--- src/ofd_pkg.sv ---
package ofd_pkg;
   // Instruction classes presented by the fetch stage.
   typedef enum logic [3:0] {
      OFD_CLS_NONE, OFD_CLS_BYTE, OFD_CLS_BIT, OFD_CLS_MOVE,
      OFD_CLS_LIT8, OFD_CLS_LIT12, OFD_CLS_TABLE, OFD_CLS_REL8,
      OFD_CLS_REL11, OFD_CLS_ABS
   } ofd_class_t;

   // Table pointer update modes.
   typedef enum logic [1:0] {
      OFD_TBL_KEEP, OFD_TBL_POST_INC, OFD_TBL_POST_DEC, OFD_TBL_PRE_INC
   } ofd_tbl_mode_t;

   // Register byte offsets.
   localparam logic [11:0] OFD_BANK_OFS = 12'h000;
   localparam logic [11:0] OFD_TPTR_OFS = 12'h004;
   localparam logic [11:0] OFD_WORK_OFS = 12'h008;
   localparam logic [11:0] OFD_STATUS_OFS = 12'h00C;

   // Reset values.
   localparam logic [3:0] OFD_BANK_RST = 4'h0;
   localparam logic [20:0] OFD_TPTR_RST = 21'h000000;
   localparam logic [7:0] OFD_WORK_RST = 8'h00;

   // Operand field positions in the first instruction word.
   localparam int OFD_A_POS = 8;
   localparam int OFD_D_POS = 9;
   localparam int OFD_B_LSB = 9;
   localparam int OFD_M_LSB = 0;

   // Access area split: low file addresses map to bank 0, high to top bank.
   localparam logic [7:0] OFD_ACCESS_SPLIT = 8'h80;
   localparam logic [3:0] OFD_ACCESS_LO_BANK = 4'h0;
   localparam logic [3:0] OFD_ACCESS_HI_BANK = 4'hF;
endpackage

--- src/ofd_table_pointer_unit.sv ---
module ofd_ptr_unit
   import ofd_pkg::*;
(
   input wire logic [20:0] ptr,
   input wire ofd_tbl_mode_t mode,
   output logic [20:0] access_addr,
   output logic [20:0] next_ptr
);
   // Picks the address used by the transfer and the pointer left after it.
   always_comb begin
      access_addr = ptr;
      next_ptr = ptr;
      case (mode)
         OFD_TBL_KEEP: begin
            next_ptr = ptr; // [RQ9]
         end
         OFD_TBL_POST_INC: begin
            next_ptr = ptr + 21'h000001; // [RQ9]
         end
         OFD_TBL_POST_DEC: begin
            next_ptr = ptr - 21'h000001; // [RQ9]
         end
         default: begin
            access_addr = ptr + 21'h000001; // [RQ9]
            next_ptr = ptr + 21'h000001;
         end
      endcase
   end
endmodule

--- src/ofd_decoder.sv ---
// Functional notes
// RQ1: a=1 forms address from bank plus file.
// RQ2: a=0 addresses access area, bank ignored.
// RQ3: d=0 writes working register, d=1 file.
// RQ4: bit field selects bit 0 to 7.
// RQ5: file field is 8-bit address 00..FF.
// RQ6: moves use full 12-bit source and destination.
// RQ7: literals of 8, 12 or 20 bits.
// RQ8: table mode used only by table instructions.
// RQ9: four table pointer updates per mode field.
// RQ10: relative offsets signed, call/branch targets absolute.
// RQ11: relative target is next PC plus words.
module ofd_decoder
   import ofd_pkg::*;
(
   input wire logic pclk,
   input wire logic presetn,
   input wire logic ce,
   input wire logic psel,
   input wire logic penable,
   input wire logic pwrite,
   input wire logic [11:0] paddr,
   input wire logic [31:0] pwdata,
   output logic [31:0] prdata,
   output logic pready,
   output logic pslverr,
   input wire logic instr_valid,
   input wire ofd_class_t instr_class,
   input wire logic [15:0] instr_word,
   input wire logic [15:0] instr_word2,
   input wire logic [20:0] pc_next,
   input wire logic result_valid,
   input wire logic [7:0] result_data,
   output logic dec_valid,
   output logic [11:0] ram_addr,
   output logic [11:0] move_src_addr,
   output logic [11:0] move_dst_addr,
   output logic [2:0] bit_sel,
   output logic [7:0] bit_mask,
   output logic [19:0] literal,
   output logic [20:0] branch_target,
   output logic tbl_strobe,
   output logic [20:0] tbl_addr,
   output logic file_wr_en,
   output logic [11:0] file_wr_addr,
   output logic [7:0] file_wr_data
);
   logic [3:0] bank_select_register_reg;
   logic [20:0] table_pointer_reg;
   logic [7:0] working_register_reg;
   logic dest_file_reg;
   logic dec_valid_reg;
   logic [11:0] ram_addr_reg, move_src_reg, move_dst_reg;
   logic [2:0] bit_sel_reg;
   logic [7:0] bit_mask_reg;
   logic [19:0] literal_reg;
   logic [20:0] branch_target_reg, tbl_addr_reg;
   logic tbl_strobe_reg, file_wr_en_reg;
   logic [11:0] file_wr_addr_reg;
   logic [7:0] file_wr_data_reg;
   logic [31:0] prdata_reg;
   logic [20:0] tbl_access, tbl_next;
   logic [20:0] rel_off;
   logic apb_wr, apb_setup, is_table, decode;
   ofd_tbl_mode_t tbl_mode;

   // Maps the access bit, file field and bank into a data RAM address.
   function automatic logic [11:0] ram_map(input logic a, input logic [7:0] f,
                                           input logic [3:0] bank);
      if (a) begin
         ram_map = {bank, f}; // [RQ1]
      end else if (f < OFD_ACCESS_SPLIT) begin
         ram_map = {OFD_ACCESS_LO_BANK, f}; // [RQ2]
      end else begin
         ram_map = {OFD_ACCESS_HI_BANK, f}; // [RQ2]
      end
   endfunction

   // Bus handshake and decode qualifiers; the bus stalls while ce is low.
   assign pready = ce;
   assign pslverr = !(paddr == OFD_BANK_OFS || paddr == OFD_TPTR_OFS ||
                      paddr == OFD_WORK_OFS || paddr == OFD_STATUS_OFS);
   assign apb_wr = psel && penable && pwrite && ce;
   assign apb_setup = psel && !penable && ce;
   assign decode = instr_valid && ce;
   assign is_table = instr_class == OFD_CLS_TABLE;
   assign tbl_mode = ofd_tbl_mode_t'(instr_word[OFD_M_LSB +: 2]);

   // Sign-extended relative offset chosen by branch length.
   always_comb begin
      if (instr_class == OFD_CLS_REL11) begin
         rel_off = {{10{instr_word[10]}}, instr_word[10:0]}; // [RQ10]
      end else begin
         rel_off = {{13{instr_word[7]}}, instr_word[7:0]}; // [RQ10]
      end
   end

   ofd_ptr_unit u_tbl (
      .ptr(table_pointer_reg),
      .mode(tbl_mode),
      .access_addr(tbl_access),
      .next_ptr(tbl_next)
   );

   // Bank select register, written by software.
   always_ff @(posedge pclk or negedge presetn) begin
      if (!presetn) begin
         bank_select_register_reg <= OFD_BANK_RST;
      end else if (apb_wr && paddr == OFD_BANK_OFS) begin
         bank_select_register_reg <= pwdata[3:0];
      end
   end

   // Table pointer; a table instruction wins over a software write.
   always_ff @(posedge pclk or negedge presetn) begin
      if (!presetn) begin
         table_pointer_reg <= OFD_TPTR_RST;
      end else if (decode && is_table) begin
         table_pointer_reg <= tbl_next; // [RQ8] [RQ9]
      end else if (apb_wr && paddr == OFD_TPTR_OFS) begin
         table_pointer_reg <= pwdata[20:0];
      end
   end

   // Working register and file write-back of datapath results.
   always_ff @(posedge pclk or negedge presetn) begin
      if (!presetn) begin
         working_register_reg <= OFD_WORK_RST;
         file_wr_en_reg <= 1'b0;
         file_wr_addr_reg <= 12'h000;
         file_wr_data_reg <= 8'h00;
      end else if (ce) begin
         file_wr_en_reg <= result_valid && dest_file_reg; // [RQ3]
         if (result_valid && !dest_file_reg) begin
            working_register_reg <= result_data; // [RQ3]
         end else if (apb_wr && paddr == OFD_WORK_OFS) begin
            working_register_reg <= pwdata[7:0];
         end
         if (result_valid && dest_file_reg) begin
            file_wr_addr_reg <= ram_addr_reg;
            file_wr_data_reg <= result_data;
         end
      end
   end

   // Operand field decode, registered for the execute stage.
   always_ff @(posedge pclk or negedge presetn) begin
      if (!presetn) begin
         dec_valid_reg <= 1'b0;
         dest_file_reg <= 1'b0;
         ram_addr_reg <= 12'h000;
         move_src_reg <= 12'h000;
         move_dst_reg <= 12'h000;
         bit_sel_reg <= 3'h0;
         bit_mask_reg <= 8'h00;
         literal_reg <= 20'h00000;
         branch_target_reg <= 21'h000000;
         tbl_strobe_reg <= 1'b0;
         tbl_addr_reg <= 21'h000000;
      end else if (ce) begin
         dec_valid_reg <= instr_valid;
         tbl_strobe_reg <= instr_valid && is_table; // [RQ8]
         if (instr_valid) begin
            case (instr_class)
               OFD_CLS_BYTE: begin
                  ram_addr_reg <= ram_map(instr_word[OFD_A_POS],
                     instr_word[7:0], bank_select_register_reg); // [RQ5]
                  dest_file_reg <= instr_word[OFD_D_POS]; // [RQ3]
               end
               OFD_CLS_BIT: begin
                  ram_addr_reg <= ram_map(instr_word[OFD_A_POS],
                     instr_word[7:0], bank_select_register_reg); // [RQ5]
                  bit_sel_reg <= instr_word[OFD_B_LSB +: 3]; // [RQ4]
                  bit_mask_reg <= 8'h01 << instr_word[OFD_B_LSB +: 3];
                  dest_file_reg <= 1'b1;
               end
               OFD_CLS_MOVE: begin
                  move_src_reg <= instr_word[11:0]; // [RQ6]
                  move_dst_reg <= instr_word2[11:0]; // [RQ6]
               end
               OFD_CLS_LIT8: begin
                  literal_reg <= {12'h000, instr_word[7:0]}; // [RQ7]
                  dest_file_reg <= 1'b0;
               end
               OFD_CLS_LIT12: begin
                  literal_reg <= {8'h00, instr_word[3:0],
                                  instr_word2[7:0]}; // [RQ7]
               end
               OFD_CLS_TABLE: begin
                  tbl_addr_reg <= tbl_access; // [RQ9]
               end
               OFD_CLS_REL8, OFD_CLS_REL11: begin
                  branch_target_reg <= pc_next +
                     {rel_off[19:0], 1'b0}; // [RQ11]
               end
               OFD_CLS_ABS: begin
                  literal_reg <= {instr_word2[11:0], instr_word[7:0]};
                  branch_target_reg <= {instr_word2[11:0], instr_word[7:0],
                                        1'b0}; // [RQ7] [RQ10]
               end
               default: begin
                  dest_file_reg <= dest_file_reg;
               end
            endcase
         end
      end
   end

   // Read data captured in the setup phase.
   always_ff @(posedge pclk or negedge presetn) begin
      if (!presetn) begin
         prdata_reg <= 32'h00000000;
      end else if (apb_setup) begin
         if (paddr == OFD_BANK_OFS) begin
            prdata_reg <= {28'h0000000, bank_select_register_reg};
         end else if (paddr == OFD_TPTR_OFS) begin
            prdata_reg <= {11'h000, table_pointer_reg};
         end else if (paddr == OFD_WORK_OFS) begin
            prdata_reg <= {24'h000000, working_register_reg};
         end else if (paddr == OFD_STATUS_OFS) begin
            prdata_reg <= {15'h0000, dest_file_reg, dec_valid_reg,
                           3'h0, ram_addr_reg};
         end else begin
            prdata_reg <= 32'h00000000;
         end
      end
   end

   // Output drive.
   assign prdata = prdata_reg;
   assign dec_valid = dec_valid_reg;
   assign ram_addr = ram_addr_reg;
   assign move_src_addr = move_src_reg;
   assign move_dst_addr = move_dst_reg;
   assign bit_sel = bit_sel_reg;
   assign bit_mask = bit_mask_reg;
   assign literal = literal_reg;
   assign branch_target = branch_target_reg;
   assign tbl_strobe = tbl_strobe_reg;
   assign tbl_addr = tbl_addr_reg;
   assign file_wr_en = file_wr_en_reg;
   assign file_wr_addr = file_wr_addr_reg;
   assign file_wr_data = file_wr_data_reg;

   // Checks on the decoded operands.
   bank_ram_a: assert property (@(posedge pclk) disable iff (!presetn) // [RQ1]
      decode && instr_class == OFD_CLS_BYTE && instr_word[OFD_A_POS] |=>
      ram_addr == {$past(bank_select_register_reg), $past(instr_word[7:0])})
      else $error("banked address wrong");
   acc_area_a: assert property (@(posedge pclk) disable iff (!presetn) // [RQ2]
      decode && instr_class == OFD_CLS_BIT && !instr_word[OFD_A_POS] |=>
      ram_addr[11:8] == ($past(instr_word[7]) ? 4'hF : 4'h0))
      else $error("access area address wrong");
   dest_sel_a: assert property (@(posedge pclk) disable iff (!presetn) // [RQ3]
      ce && result_valid && !dest_file_reg |=>
      working_register_reg == $past(result_data) && !file_wr_en)
      else $error("result not sent to working register");
   bit_mask_a: assert property (@(posedge pclk) disable iff (!presetn) // [RQ4]
      decode && instr_class == OFD_CLS_BIT |=>
      bit_mask == (8'h01 << $past(instr_word[11:9])) && $onehot(bit_mask))
      else $error("bit mask wrong");
   file_fld_a: assert property (@(posedge pclk) disable iff (!presetn) // [RQ5]
      decode && instr_class == OFD_CLS_BYTE |=>
      ram_addr[7:0] == $past(instr_word[7:0]) && dec_valid)
      else $error("file field wrong");
   mov_addr_a: assert property (@(posedge pclk) disable iff (!presetn) // [RQ6]
      decode && instr_class == OFD_CLS_MOVE |=>
      move_src_addr == $past(instr_word[11:0]) &&
      move_dst_addr == $past(instr_word2[11:0]))
      else $error("move addresses wrong");
   lit12_a: assert property (@(posedge pclk) disable iff (!presetn) // [RQ7]
      decode && instr_class == OFD_CLS_LIT12 |=>
      literal == {8'h00, $past(instr_word[3:0]), $past(instr_word2[7:0])})
      else $error("12-bit literal wrong");
   tbl_keep_a: assert property (@(posedge pclk) disable iff (!presetn) // [RQ8]
      decode && !is_table && !(apb_wr && paddr == OFD_TPTR_OFS) |=>
      $stable(table_pointer_reg) && !tbl_strobe)
      else $error("table pointer moved outside table op");
   tbl_pre_a: assert property (@(posedge pclk) disable iff (!presetn) // [RQ9]
      decode && is_table && tbl_mode == OFD_TBL_PRE_INC |=>
      tbl_addr == $past(table_pointer_reg) + 21'h000001 &&
      table_pointer_reg == tbl_addr)
      else $error("pre-increment wrong");
   rel_tgt_a: assert property (@(posedge pclk) disable iff (!presetn) // [RQ11]
      decode && instr_class == OFD_CLS_REL8 |=>
      branch_target == $past(pc_next) +
      {{12{$past(instr_word[7])}}, $past(instr_word[7:0]), 1'b0})
      else $error("relative target wrong");
endmodule

--- config.mk ---
export PLATFORM = sky130hd
export DESIGN_NAME = ofd_decoder
export DESIGN_NICKNAME = d
export VERILOG_FILES = /design/src/ofd_pkg.sv /design/src/ofd_table_pointer_unit.sv /design/src/ofd_decoder.sv
export SDC_FILE = /design/constraint.sdc
export NUM_CORES = 1
export LEC_CHECK = 0
export BUFFER_PORTS_ARGS = -buffer_cell sky130_fd_sc_hd__buf_2
export CAP_MARGIN = 20
export CORE_MARGIN = 1.5
export CORE_UTILIZATION = 57
export CTS_BUF_LIST = sky130_fd_sc_hd__clkbuf_16
export DETAILED_ROUTE_END_ITERATION = 12
export HOLD_SLACK_MARGIN = 0.08
export PLACE_DENSITY = 0.86
export SLEW_MARGIN = 20
export SYNTH_ARGS = -nofsm -noshare
export SYNTH_HDL_FRONTEND = slang
export SYNTH_SLANG_ARGS = --single-unit
--- constraint.sdc ---
create_clock -name pclk -period 4.35 [get_ports pclk]
set_clock_uncertainty 0.1 [all_clocks]
set_input_delay 0.6525 -clock pclk [delete_from_list [all_inputs] [get_ports pclk]]
set_output_delay 0.6525 -clock pclk [all_outputs]
set_load 0.005 [all_outputs]
==> flow_summary.json <==
{
  "startpoint": "instr_class[0]",
  "area_growth_pct": 18.3,
  "grtUsageTotal": 0.328,
  "antenna_cells": 0,
  "postLayoutCoreUtil": 0.685,
  "totalWireLength_mm": 29.3,
  "crit_arrival_ns": 3.54,
  "worstPathCellList": "buf_2 > nor2_1 > a21boi_0 > a31o_2 > ha_1 > a21oi_1 > o21ai_0 > a2111oi_0 > o22ai_1 > xor2_1 > mux2i_1 > o21ai_0",
  "portBuffers": 252,
  "antenna_found_initial": 0,
  "slowest_stage": "a2111oi_0",
  "cts_root_buf": "clkbuf_16",
  "period_share": 0.763,
  "synth-edff-count": 0,
  "peakVddDrop_mv": 0.331,
  "grt_first_pass_wirelength_mm": 45.4,
  "first_iter_violations": 779,
  "synth_warnings": 0,
  "synth-compound-area-share": 0.166,
  "post-place-ws_ns": 0.643,
  "start_util": 0.579,
  "vias_per_cell": 6.10,
  "maxSlewHeadroom": 0.285,
  "yosys.area_share.simple": 0.144,
  "critPathMostFrequentCell": "o21ai_0",
  "reg2reg_depth": 7,
  "globalplace.congestion": 0.893,
  "finalPower_mw": 4.97,
  "dp_cells": 1421,
  "tightest_slew_ns": 1.07,
  "synthAdderAreaFrac": 0.0323,
  "hold_viol": 0,
  "drt_first_pass_iters": 7,
  "rsz0062_at_grt": "false",
  "crit_fanout": 12,
  "synth_top_family_by_area": "compound AO/OA/AOI/OAI gates",
  "crit_end": "branch_target[18]",
  "criticalPathCategory": "primary input to register",
  "overflow": 0,
  "synth_ff_type": "dfrtp_1",
  "maxCapViolCount": 0,
  "syn_inst": 1002,
  "ctsResizeCount": 0,
  "htree_levels": 4,
  "status": "finished, final reports clean",
  "final_cells": 1452,
  "place_area_um2": 11200,
  "layout-drive-gt1-share": 0.302,
  "ant_nets": 0,
  "vias": 8854,
  "finalWorstSetupSlack_ns": 1.03,
  "row_count": 48,
  "cts_tree": "built",
  "yosysSeqAreaShare": 0.472,
  "avgSynthCellArea_um2": 9.89,
  "clockBufferDepth": 2,
  "core_area_um2": 17100,
  "slew_viol_final": 0,
  "grt_max_degree": 117,
  "ios": 283,
  "cts_setup_buffers": 0,
  "synth_mux_area_frac": 0.0994,
  "start_kind": "primary input",
  "numCtsBuffers": 17,
  "synth-xor-area-share": 0.0371,
  "die_w_um": 135,
  "synth_cell_types": 71,
  "die_area_um2": 18200,
  "path_buf_inv": 1,
  "setup_viol": 0,
  "power.density_nw_per_um2": 424,
  "hpwlAfterDp_mm": 21.0,
  "clk_pin_slew_worst_paths_ns": 0.06,
  "drc": 0,
  "synthesis.area_um2": 9910,
  "hold_buffers": 0,
  "grt_pass1_vias": 8458,
  "crit_cells": 12,
  "ff2ff_setup_slack_ns": 1.81,
  "min_path_type": "primary input to asynchronous set/reset pin",
  "slowest_delay_ns": 0.46,
  "layout_min_cycle_time_ns": 3.32,
  "end_kind": "register",
  "timing.rr.start": "table_pointer_reg[5]",
  "r2r-end": "table_pointer_reg[14]",
  "finalSetupTns_ns": 0,
  "async_flop_share": 1.00,
  "timing.fmax_mhz": 301,
  "holdWs_ns": 0.214,
  "final_cell_area_um2": 11700,
  "synth.ff_latch_count": 187,
  "cp_data_required_time_ns": 4.57,
  "fin_nets": 1357,
  "die_y_um": 135,
  "wl_per_cell_um": 20.2,
  "cp_top_family": "compound AO/OA/AOI/OAI gates",
  "worst_skew_pair.late_latency_ns": 0.45,
  "cts_sinks": 187,
  "p_leak_nw": 5.83
}
==> area by class of cell <==
cell class / count / area, µm²
clock buffer: 17 / 425
clock inverter: 14 / 106
fill: 1322 / 5400
inverter: 20 / 75.1
multi-input combinational: 728 / 4790
sequential: 187 / 4680
tap: 225 / 282
timing repair buffer: 261 / 1360
==> synthesized netlist by cell type (5+ instances only) <==
cell type,n,area (µm²)
a21o_1,6,45.0
nand4_1,16,100
dfrtp_1,187,4680
a21oi_1,44,220
xor2_1,20,175
a211oi_1,7,52.6
nand2_1,138,518
a22oi_1,11,82.6
a222oi_1,6,60.1
o21ai_1,5,25.0
mux2_2,59,664
inv_1,20,75.1
nor3_1,19,95.1
ha_1,24,300
nand3_1,24,120
buf_2,19,95.1
o21ai_0,112,561
nor2_1,55,206
o22ai_1,9,56.3
nand2b_1,6,37.5
and3_1,11,68.8
clkbuf_1,34,128
buf_4,17,128
xnor2_1,22,193
mux2i_1,23,230
nor2b_1,5,31.3
a22o_1,15,131
a31oi_1,9,56.3
==> placed cells by master, fill, tap and decap left out, types with 5 or more instances in the layout <==
cell,n
a21oi_1,44
nor2_1,55
mux2_2,59
a22oi_1,11
o21ai_1,5
a211oi_1,7
inv_1,21
xnor2_1,22
nand2b_1,6
and3_1,11
nor2b_1,5
nand3_1,24
a31oi_1,9
clkbuf_16,17
mux2i_1,23
buf_2,251
a222oi_1,6
nand2_1,138
xor2_1,20
conb_1,11
buf_4,7
ha_1,24
o21ai_0,112
a21o_1,6
dfrtp_1,187
nor3_1,19
nand4_1,16
o22ai_1,9
a22o_1,15
==> metal layers <==
| layer | part of all wire | GRT usage |
|---|---|---|
| met3 | 0.087 | 0.0841 |
| met5 | 0 | 0 |
| met4 | 0.039 | 0.137 |
| met1 | 0.38 | 0.403 |
| met2 | 0.50 | 0.551 |
==> cell families after synthesis <==
| group | Yosys count |
|---|---|
| buffers and inverters | 97 |
| other | 1 |
| muxes | 86 |
| and+or+nand+nor | 300 |
| adders and majority gates | 25 |
| DFF | 187 |
| AOI/OAI and AO/OA | 264 |
| xor gates and xnor gates | 42 |
==> worst min-delay path by stage <==
stage	from	to	slack, ns
4_1_cts	presetn	file_wr_en	0.28
5_1_grt	presetn	file_wr_en	0.30
2_1_floorplan	presetn	bank_select_register_reg[0]	0.26
6_report	presetn	file_wr_en	0.21
3_5_place_dp	tbl_addr[9]	tbl_addr[9]	0.36
3_3_place_gp	bit_mask[5]	bit_mask[5]	0.35
==> where the power goes <==
group	switching (mW)	internal (mW)
Combinational	0.596	0.557
Clock	0.669	0.776
Sequential	0.310	2.06
Total	1.58	3.40
Power figures use the tool's default switching activity.
